$ cat src/tfsr_pkg.sv
// constants for the tx frame statistics reporter
// assumes one 100 MHz clock and software access over APB
// Function
// - build 32-bit report, shift out serially
// - shift in step with tx client clocking
// - strobe qualifies every serial report bit
// - byte indicator high per transmitted frame byte
// - bits 28..20 zero in full duplex
// - bit 31 marks client requested pause frame
// - bits 28..25 hold attempts minus one
// - bit 23 collision on last 16 attempts
// - bit 22 late collision during frame
// - bit 21 deferral beyond maximum defer time
// - bit 20 frame was deferred at all
// - bit 19 vlan tag, only when enabled
// - bits 18..5 length, saturating at 16383
// - bit 4 length/type equals 88-08
// - bit 3 underrun during frame
// - bit 2 multicast destination address
// - bit 1 broadcast destination address
// - bit 0 frame sent without error
package tfsr_pkg;
  localparam int REPORT_BITS = 32;
  localparam logic [4:0] BIT_PAUSE = 5'h1F;
  localparam logic [4:0] BIT_ATT_LO = 5'h19;
  localparam logic [4:0] BIT_EXC_COLL = 5'h17;
  localparam logic [4:0] BIT_LATE_COLL = 5'h16;
  localparam logic [4:0] BIT_OVERLONG = 5'h15;
  localparam logic [4:0] BIT_DEFERRED = 5'h14;
  localparam logic [4:0] BIT_TAGGED = 5'h13;
  localparam logic [4:0] BIT_LEN_LO = 5'h05;
  localparam logic [4:0] BIT_CONTROL = 5'h04;
  localparam logic [4:0] BIT_UNDERRUN = 5'h03;
  localparam logic [4:0] BIT_MCAST = 5'h02;
  localparam logic [4:0] BIT_BCAST = 5'h01;
  localparam logic [4:0] BIT_SENT_OK = 5'h00;
  localparam logic [13:0] LEN_MAX = 14'h3FFF;
  localparam logic [15:0] TYPE_CONTROL = 16'h8808;
  localparam logic [15:0] TYPE_VLAN = 16'h8100;
  localparam logic [13:0] IDX_TYPE_HI = 14'h000C;
  localparam logic [13:0] IDX_TYPE_LO = 14'h000D;
  localparam logic [13:0] IDX_DA_LAST = 14'h0005;
  localparam logic [4:0] SHIFT_LAST = 5'h1F;
  localparam logic [11:0] OFF_CTRL = 12'h000;
  localparam logic [11:0] OFF_LAST_REPORT = 12'h004;
  localparam logic [11:0] OFF_INT_STATUS = 12'h008;
  localparam logic [11:0] OFF_INT_ENABLE = 12'h00C;
  localparam logic [11:0] OFF_INT_CLEAR = 12'h010;
  localparam logic [1:0] CTRL_RESET = 2'h0;
  localparam logic [2:0] INT_RESET = 3'h0;
  localparam logic [31:0] REPORT_RESET = 32'h0000_0000;
  typedef enum logic {SER_IDLE, SER_SHIFT} tfsr_ser_state_t;
endpackage : tfsr_pkg

$ cat src/tfsr_ser_if.sv
// carries a finished report from the collector to the serialiser
// assumes both ends share CLK_SYS
`timescale 1ns/10ps
interface tfsr_ser_if;
  logic load;
  logic [31:0] word;
  logic busy;
  logic done;
  modport src (output load, output word, input busy, input done);
  modport ser (input load, input word, output busy, output done);
endinterface : tfsr_ser_if

$ cat src/tfsr_serialiser.sv
// shifts one 32-bit report out, bit 0 first, under the strobe
// assumes load is only raised together with an active clock enable
`timescale 1ns/10ps
module tfsr_serialiser import tfsr_pkg::*; (
  // clock and reset
  input wire logic clk,
  input wire logic srst,
  input wire logic clk_en,
  // report hand-over
  tfsr_ser_if.ser ser,
  // serial pins
  output logic serial_out,
  output logic strobe
);
  tfsr_ser_state_t state_r;
  logic [31:0] shreg_r;
  logic [4:0] cnt_r;
  logic serial_r;
  logic strobe_r;
  logic done_r;
  wire start = ser.load && clk_en && (state_r == SER_IDLE);
  wire step = clk_en && (state_r == SER_SHIFT);
  wire last = step && (cnt_r == SHIFT_LAST);

  always_ff @(posedge clk) begin
    if (srst) begin
      state_r <= SER_IDLE;
      cnt_r <= 5'h00;
    end else begin
      case (state_r)
        SER_IDLE: if (start) state_r <= SER_SHIFT;
        SER_SHIFT: if (last) state_r <= SER_IDLE;
        default: state_r <= SER_IDLE;
      endcase
      cnt_r <= start ? 5'h00 : (step ? cnt_r + 5'h01 : cnt_r);
    end
  end

  // moves only on enabled cycles so bits line up with the client signals
  always_ff @(posedge clk) begin
    if (srst) begin
      shreg_r <= REPORT_RESET;
      serial_r <= 1'b0;
      strobe_r <= 1'b0;
      done_r <= 1'b0;
    end else begin
      done_r <= last;
      if (start) begin
        shreg_r <= ser.word;
        serial_r <= ser.word[0];
        strobe_r <= 1'b1;
      end else if (step) begin
        shreg_r <= {1'b0, shreg_r[31:1]};
        serial_r <= last ? 1'b0 : shreg_r[1];
        strobe_r <= !last;
      end
    end
  end

  assign ser.busy = (state_r != SER_IDLE);
  assign ser.done = done_r;
  assign serial_out = serial_r;
  assign strobe = strobe_r;
endmodule : tfsr_serialiser

$ cat src/tfsr_top.sv
// tx frame statistics reporter: builds a per-frame report and
// shifts it serially to the client; APB registers and interrupt
// assumes frame inputs come from the mac core, synchronous to CLK_SYS
//
// Decided for this implementation: the placing of the registers and the APB slave port.
`timescale 1ns/10ps
module tfsr_top import tfsr_pkg::*; (
  // clock and reset
  input wire logic CLK_SYS,
  input wire logic SRST,
  // apb slave
  input wire logic PSEL,
  input wire logic PENABLE,
  input wire logic PWRITE,
  input wire logic [11:0] PADDR,
  input wire logic [31:0] PWDATA,
  output logic [31:0] PRDATA,
  output logic PREADY,
  output logic PSLVERR,
  // mac transmit side
  input wire logic TX_CLK_EN,
  input wire logic TX_BYTE_VALID,
  input wire logic [7:0] TX_BYTE,
  input wire logic TX_FRAME_DONE,
  input wire logic TX_PAUSE_GEN,
  input wire logic [3:0] TX_ATTEMPTS,
  input wire logic TX_EXC_COLL,
  input wire logic TX_LATE_COLL,
  input wire logic TX_OVERLONG_DEFER,
  input wire logic TX_DEFERRED,
  input wire logic TX_UNDERRUN,
  // client report pins
  output logic TX_REPORT_SERIAL_OUT,
  output logic TX_REPORT_STROBE,
  output logic TX_FRAME_BYTE_INDICATOR,
  // interrupt
  output logic IRQ
);
  tfsr_ser_if ser_if ();

  // apb decode
  logic pready_r;
  logic [31:0] prdata_r;
  logic pslverr_r;
  wire access = PSEL && PENABLE && !pready_r;
  wire hit_ctrl = (PADDR == OFF_CTRL);
  wire hit_last = (PADDR == OFF_LAST_REPORT);
  wire hit_stat = (PADDR == OFF_INT_STATUS);
  wire hit_en = (PADDR == OFF_INT_ENABLE);
  wire hit_clr = (PADDR == OFF_INT_CLEAR);
  wire mapped = hit_ctrl | hit_last | hit_stat | hit_en | hit_clr;
  // write lands on the completing edge, while the request is still held
  wire wr = PSEL && PENABLE && pready_r && PWRITE;
  wire wr_ctrl = wr && hit_ctrl;
  wire wr_en = wr && hit_en;
  wire wr_clr = wr && hit_clr;

  // control: bit0 full duplex, bit1 tx vlan handling
  logic [1:0] ctrl_r;
  wire full_duplex = ctrl_r[0];
  wire vlan_en = ctrl_r[1];

  // frame observation
  wire byte_ev = TX_BYTE_VALID && TX_CLK_EN;
  wire done_ev = TX_FRAME_DONE && TX_CLK_EN;
  logic [13:0] len_r;
  logic [13:0] len_nxt;
  logic mcast_r;
  logic bcast_r;
  logic [7:0] type_hi_r;
  logic [15:0] type_r;
  logic byte_ind_r;
  wire len_sat = (len_r == LEN_MAX);
  wire in_da = (len_r <= IDX_DA_LAST);
  wire is_control = (type_r == TYPE_CONTROL);
  wire is_tagged = vlan_en && (type_r == TYPE_VLAN);
  assign len_nxt = len_sat ? len_r : len_r + 14'h0001;

  always_ff @(posedge CLK_SYS) begin
    if (SRST) begin
      len_r <= 14'h0000;
      mcast_r <= 1'b0;
      bcast_r <= 1'b1;
      type_hi_r <= 8'h00;
      type_r <= 16'h0000;
    end else if (done_ev) begin
      len_r <= 14'h0000;
      bcast_r <= 1'b1;
      mcast_r <= 1'b0;
      type_r <= 16'h0000;
    end else if (byte_ev) begin
      len_r <= len_nxt;
      if (len_r == 14'h0000) mcast_r <= TX_BYTE[0];
      if (in_da && TX_BYTE != 8'hFF) bcast_r <= 1'b0;
      if (len_r == IDX_TYPE_HI) type_hi_r <= TX_BYTE;
      if (len_r == IDX_TYPE_LO) type_r <= {type_hi_r, TX_BYTE};
    end
  end

  always_ff @(posedge CLK_SYS) begin
    if (SRST) byte_ind_r <= 1'b0;
    else byte_ind_r <= byte_ev;
  end

  // report assembly
  logic [31:0] report_nxt;
  wire sent_ok = !(TX_UNDERRUN | TX_LATE_COLL | TX_EXC_COLL | TX_OVERLONG_DEFER);
  wire half = !full_duplex;
  always_comb begin
    report_nxt = REPORT_RESET;
    report_nxt[BIT_PAUSE] = TX_PAUSE_GEN;
    report_nxt[BIT_ATT_LO +: 4] = half ? TX_ATTEMPTS : 4'h0;
    report_nxt[BIT_EXC_COLL] = half && TX_EXC_COLL;
    report_nxt[BIT_LATE_COLL] = half && TX_LATE_COLL;
    report_nxt[BIT_OVERLONG] = half && TX_OVERLONG_DEFER;
    report_nxt[BIT_DEFERRED] = half && TX_DEFERRED;
    report_nxt[BIT_TAGGED] = is_tagged;
    report_nxt[BIT_LEN_LO +: 14] = len_r;
    report_nxt[BIT_CONTROL] = is_control;
    report_nxt[BIT_UNDERRUN] = TX_UNDERRUN;
    report_nxt[BIT_MCAST] = mcast_r;
    report_nxt[BIT_BCAST] = bcast_r && (len_r > IDX_DA_LAST);
    report_nxt[BIT_SENT_OK] = sent_ok;
  end

  // one report may wait while the previous one is still shifting;
  // a third frame before that overwrites it and flags an overrun
  logic [31:0] report_r;
  logic pending_r;
  wire load = pending_r && !ser_if.busy && TX_CLK_EN;
  wire overrun_ev = done_ev && pending_r && !load;
  assign ser_if.load = load;
  assign ser_if.word = report_r;

  always_ff @(posedge CLK_SYS) begin
    if (SRST) begin
      report_r <= REPORT_RESET;
      pending_r <= 1'b0;
    end else begin
      if (done_ev) report_r <= report_nxt;
      pending_r <= done_ev || (pending_r && !load);
    end
  end

  tfsr_serialiser u_ser (
    .clk(CLK_SYS),
    .srst(SRST),
    .clk_en(TX_CLK_EN),
    .ser(ser_if),
    .serial_out(TX_REPORT_SERIAL_OUT),
    .strobe(TX_REPORT_STROBE)
  );

  // interrupt: bit0 report sent, bit1 underrun frame, bit2 report overrun
  logic [2:0] int_stat_r;
  logic [2:0] int_en_r;
  logic irq_r;
  wire [2:0] int_ev = {overrun_ev, done_ev && TX_UNDERRUN, ser_if.done};
  wire [2:0] int_clr = wr_clr ? PWDATA[2:0] : 3'h0;
  // set beats clear so no event is lost
  wire [2:0] int_stat_nxt = (int_stat_r & ~int_clr) | int_ev;

  always_ff @(posedge CLK_SYS) begin
    if (SRST) begin
      ctrl_r <= CTRL_RESET;
      int_stat_r <= INT_RESET;
      int_en_r <= INT_RESET;
      irq_r <= 1'b0;
    end else begin
      if (wr_ctrl) ctrl_r <= PWDATA[1:0];
      if (wr_en) int_en_r <= PWDATA[2:0];
      int_stat_r <= int_stat_nxt;
      irq_r <= |(int_stat_r & int_en_r);
    end
  end

  // read mux
  wire [31:0] rd_data = hit_ctrl ? {30'h0, ctrl_r} :
                        hit_last ? report_r :
                        hit_stat ? {29'h0, int_stat_r} :
                        hit_en ? {29'h0, int_en_r} : 32'h0000_0000;

  // answer on the second access cycle; unmapped addresses get pslverr
  always_ff @(posedge CLK_SYS) begin
    if (SRST) begin
      pready_r <= 1'b0;
      prdata_r <= 32'h0000_0000;
      pslverr_r <= 1'b0;
    end else begin
      pready_r <= access;
      pslverr_r <= access && !mapped;
      if (access && !PWRITE) prdata_r <= rd_data;
    end
  end

  assign PREADY = pready_r;
  assign PRDATA = prdata_r;
  assign PSLVERR = pslverr_r;
  assign TX_FRAME_BYTE_INDICATOR = byte_ind_r;
  assign IRQ = irq_r;

  logic [6:0] bits_h;
  logic dup_h;
  always_ff @(posedge CLK_SYS) begin
    if (SRST) begin
      bits_h <= 7'h00;
      dup_h <= 1'b0;
    end else begin
      bits_h <= (load ? 7'h00 : bits_h) + {6'h00, TX_REPORT_STROBE && TX_CLK_EN};
      dup_h <= done_ev ? full_duplex : dup_h;
    end
  end
endmodule : tfsr_top

$ cat config.mk
export PLATFORM = sky130hd
export DESIGN_NAME = tfsr_top
export DESIGN_NICKNAME = d
export VERILOG_FILES = /design/src/tfsr_pkg.sv /design/src/tfsr_ser_if.sv /design/src/tfsr_serialiser.sv /design/src/tfsr_top.sv
export SDC_FILE = /design/constraint.sdc
export NUM_CORES = 1
export LEC_CHECK = 0
export BUFFER_PORTS_ARGS = -buffer_cell sky130_fd_sc_hd__clkbuf_2
export CORE_MARGIN = 1
export CORE_UTILIZATION = 39
export DETAILED_ROUTE_END_ITERATION = 16
export PLACE_DENSITY = 0.66
export SLEW_MARGIN = 5
export SYNTH_ARGS = -nofsm -noshare
export SYNTH_HDL_FRONTEND = slang
export SYNTH_SLANG_ARGS = --single-unit
$ cat constraint.sdc
create_clock -name CLK_SYS -period 3.6 [get_ports CLK_SYS]
set_input_delay 0.72 -clock CLK_SYS [delete_from_list [all_inputs] [get_ports CLK_SYS]]
set_output_delay 0.72 -clock CLK_SYS [all_outputs]
set_load 0.02 [all_outputs]
# Yosys cells after proc, flatten, opt, wreduce, memory -nomap -nowiden
# Cells that the tools add are included.
# totals
ff_bits,155
inputBits,70
output_inout_bits,38
word_cells,114
# op_classes
add_sub_neg,2
order_cmp,2
eq_ne,11
n_mux,16
bitwise,14
n_reduce_logical,48
# ops
operator,count
2-to-1 mux 32 bit,4
equality test 16 bit (second input constant),2
equality test 14 x 4 -> 1 bit (second input constant),2
logical AND 1 bit,28
equality test 12 x 4 -> 1 bit (second input constant),2
adder 14 x 1 -> 14 bit (second input constant),1
equality test 14 bit (second input constant),1
greater-than comparator 14 x 3 -> 1 bit (second input constant),1
<= comparator 14 x 3 -> 1 bit (second input constant),1
zero test 14 bit,1
equality test 12 x 3 -> 1 bit (second input constant),1
equality test 12 x 5 -> 1 bit (second input constant),1
zero test 12 bit,1
2-to-1 mux 3 bit,3
zero test 1 bit,8
!= test 8 bit (second input constant),1
AND reduction 2 bit,4
2-to-1 mux 1 bit,7
OR 1 bit,7
AND 3 bit,2
adder 5 x 1 -> 5 bit (second input constant),1
equality test 5 bit (second input constant),1
2-to-1 mux 4 bit,1
OR reduction 2 bit,2
other kinds (8),10

# Logic depth before layout (Yosys ltp)
# depth
ltp_word,8
ltp_mapped,8
ltp_nobuf,6

# Cells and area by module
# From an unflattened synthesis, not the netlist that was laid out.
# unflattened
cells_unflattened,649
area_unflattened_um2,6392.4
# by_module_without_submodules
mod,n_inst,cells_each,area_per_inst_um2,seq_area_each_um2
tfsr_top,1,433,4337.9,2222.1
tfsr_serialiser,1,216,2054.5,800.8

# Worst setup path before layout
# Ideal clock, no wire load.
# synth_path
kind,input to register
startpoint,input PADDR[0]
endpoint,"register prdata_r[10], in the netlist PRDATA[10]"
setup_time_ns,0.058
t_arrival_ns,2.113
required_time_ns,3.542
setup_slack_ns,1.430
stages,6
path_buffers,2
path_cell_list,or4_4 > nor4_4 > and3_1 > buf_6 > buf_12 > a22o_2
# synth_via
elab_chain_len,3
word_cells_on_any_way,4
cone_classes,eq/ne: 1; mux: 2; reduce/logical: 1
# synth_rtl
element,line,text
start: declaration,tfsr_top.sv:15,"input wire logic [11:0] PADDR,"
equality test 12 x 3 -> 1 bit,tfsr_top.sv:47,wire hit_last = (PADDR == OFF_LAST_REPORT);
2-to-1 mux 32 bit,tfsr_top.sv:179,hit_last ? report_r :
2-to-1 mux 32 bit *,tfsr_top.sv:178,"wire [31:0] rd_data = hit_ctrl ? {30'h0, ctrl_r} :"
end signal: assignment,tfsr_top.sv:192,if (access && !PWRITE) prdata_r <= rd_data;
end: declaration,tfsr_top.sv:43,logic [31:0] prdata_r;
# Every way passes the cells marked *; elsewhere a longest branch is shown, timed or not.
# A chain may end at the register's enable or synchronous reset.

==> run_results.csv <==
group,metric,value,unit
placement,hpwl,9668,um
detailed_routing,drt-initial-drc-count,429,
floorplanning,rows,45,
setup_path,path_class,"in2reg",
floorplanning,core,15200,um^2
worst_hold_path,hp-class,"reg2reg",
detailed_routing,num_vias,4980,
layout,multi_input_area,2743,um^2
synthesis,synth_edf_count,0,
layout,fin_nets,782,
setup_path,crit_chain,"clkbuf_2, buf_4, nor3_1, and3_1, buf_4, a22o_2",
worst_hold_path,holdPathStages,2,
grt,grt_max_degree,41,
sta,tightest_slew,1.112,ns
detailed_routing,final_antenna_net_count,0,
cts,cts.sinks,151,
sta,slew_viol_final,0,
synthesis,synth_cell_type_count,57,
cts,cts_setup_buffers,0,
setup_path,cp_slowest_cell,"clkbuf_2",
layout,final_core_util,46.37,%
setup_path,r2r_cells,6,
grt,grt.overflow.total,0,
detailed_routing,via_per_inst,5.491,
sta,hold_viol_final,0,
sta,setup_viol,0,
grt,grt_pass1_vias,4805,
synthesis,ys_async_sr_fraction,0,%
run_status,status,"completed",
job,cap_viol_max_count,0,
grt,grt_pass1_wl,23670,um
sta,clock-skew-final,0.005965,ns
sta,finalCritPeriodShare,58.82,%
placement,port_buffers,75,
cts,cts-root-buf,"clkbuf_16",
setup_path,end_kind,"flip-flop",
setup_path,cp_num_buf_inv,3,
floorplanning,die_h,126.8,um
cts,cts.repair.resized,0,
power_and_ir_drop,peakVddDrop,0.0003662,V
sta,maxSlewHeadroom,25.27,%
floorplanning,pin_count,108,
floorplanning,die_width,126.8,um
layout,diodes,0,
floorplanning,start_util,39.96,%
layout,finish.instance_area,7049,um^2
detailed_routing,wl_per_cell,15.44,um
synthesis,synth_seq_cells,151,
placement,dpl_cell_area,6501,um^2
cts,path_clk_slew,0.06,ns
layout,drive_gt1_share,20.31,%
setup_path,cp.depth,6,
grt,antenna_found_initial,0,
synthesis,synth_area,6075,um^2
setup_path,cp_top_family,"buffers and inverters",
detailed_routing,firstDrtPassIters,5,
synthesis,synth_flop_cell,"dfxtp_1",
synthesis,synthCells,651,
sta,rsz0062_at_grt,"false",
setup_path,crit_path_frequent_cell,"buf_4",
setup_path,crit_fanout,29,
cts,cts_buffer_depth,2,
detailed_routing,drc,0,
synthesis,ys_seq_area_share,49.76,%
synthesis,synth_area_per_cell,9.331,um^2
layout,seq_area,3023,um^2
setup_path,start_kind,"input port",
cts,cts_tree,"yes",
layout,fill_cells,1460,
floorplanning,dieArea,16080,um^2
power_and_ir_drop,power,0.003552,W
power_and_ir_drop,p_leak,2.650,nW
power_and_ir_drop,powerDensity,503.9,nW/um^2
setup_path,critPathMaxStageDelay,0.40,ns
detailed_routing,drt-total-wl,14000,um
setup_path,worstPathArrival,2.48,ns
sta,min_period,2.118,ns
cts,htreeDepth,4,
setup_path,cp.required,3.96,ns
cts,cts_buffers,17,
cts,cts_hold_buf,0,
sta,clock.fmax,0.4722,GHz
placement,routabilityCongestion,0.8558,
sta,timing.setup.tns,0,ns
grt,track_usage,18.49,%
layout,area.growth.synth_to_final,16.05,%
cts,worstSkewPairLatency,0.42,ns
synthesis,yosysWarnings,0,
==> final timing paths <==
path / slack (ns) / to / from
min: 0.45 / type_r[6]$_SDFFE_PP0P_ / type_r[6]$_SDFFE_PP0P_
max: 1.48 / PRDATA[14]$_SDFFE_PP0P_ / SRST
min reg2reg: 0.45 / type_r[6]$_SDFFE_PP0P_ / type_r[6]$_SDFFE_PP0P_
max reg2reg: 1.59 / type_r[10]$_SDFFE_PP0P_ / len_r[1]$_SDFFE_PP0P_
==> synthesized netlist by cell type (all sizes together) (11+ instances only) <==
cell type | n | share of area, %
nand2b | 13 | 1.3
buf | 19 | 2.2
nand4 | 14 | 1.5
a22o | 50 | 7.6
dfxtp | 151 | 50
inv | 11 | 0.68
clkbuf | 31 | 2.4
a21oi | 32 | 2.6
o21ai | 12 | 0.99
mux2i | 18 | 3.0
nand2 | 112 | 6.9
nor2 | 62 | 3.8
a311oi | 27 | 3.9
==> cell usage in the layout (no fill, tap or decap), types with 4 or more instances in the layout <==
cell type / count
ha_1: 6
clkbuf_2: 75
nor3b_1: 5
nand4_1: 13
o31ai_1: 6
mux2i_1: 18
a22o_2: 19
dfxtp_1: 151
a311oi_1: 27
a31oi_1: 4
inv_1: 11
nand2_1: 112
nand2b_1: 13
a22o_1: 31
clkbuf_16: 17
o41ai_1: 4
nor4_1: 4
and3_1: 4
nand3_1: 6
o21ai_0: 11
nor2_1: 61
or4_1: 7
a21oi_1: 31
a22oi_1: 7
clkinvlp_4: 4
buf_4: 8
nor3_1: 7
==> layout make-up <==
type                    instances  area share [%]
flip-flops and latches        151           42.88
multi-input cells             440           38.91
clock buffers                  23           6.780
repair buffers                 84           6.461
well taps                     188           3.337
clock inverters                 9          0.9940
inverters                      12          0.6390
==> per-layer routing <==
layer	routed length [um]	track usage, %	up-vias	share of wire, %
met3	609	4.639	15	4.3
met4	184	6.933	0	1.3
met2	6400	29.09	120	46
met1	6808	24.44	2378	49
met5	0	0	-	0
li1	-	-	2467	-
==> metrics by stage <==
| step | setup WS [ns] | std cells | hold WS (ns) |
|---|---|---|---|
| final | 1.482 | 907 | 0.4519 |
| after detailed placement | 1.008 | 875 | 0.4442 |
| after CTS | 1.443 | 907 | 0.4493 |
| after global routing | 1.262 | 907 | 0.4689 |
| after floorplan | 1.430 | 653 | 0.4256 |
| after global placement | 1.035 | 875 | 0.4352 |
==> power breakdown <==
part	switching [W]	internal (W)
combinational	0.000124	0.0000691
sequential	0.0000253	0.00171
clock	0.000688	0.000939
total	0.000837	0.00272
==> worst min-delay path, delay by kind of cell (launching register included) <==
kind	cells	cell delay, ns
AOI/OAI and AO/OA	1	0.05
and+or+nand+nor	1	0.05
DFF	1	0.31
==> registers in the layout (all words and copies together) (netlist names), 2 cells and up <==
signal,count
u_ser.cnt_r,5
len_r,14
ctrl_r,2
report_r,29
type_r,16
type_hi_r,8
int_stat_r,3
u_ser.shreg_r,31
int_en_r,3
PRDATA,29
==> logic make-up (layout without fill, tap and decap cells) <==
logic type | Yosys count | in the layout | share of synthesized area (%)
AO/OA/AOI/OAI | 153 | 153 | 19.22
adder cells (fa/ha/maj) | 6 | 6 | 1.236
buffers and inverters | 62 | 128 | 5.314
flip-flops | 151 | 151 | 49.76
multiplexers | 20 | 20 | 3.707
other | 1 | 3 | 0.06173
AND/OR/NAND/NOR | 258 | 258 | 20.70
Note: power is estimated with default switching activity, not from simulation.
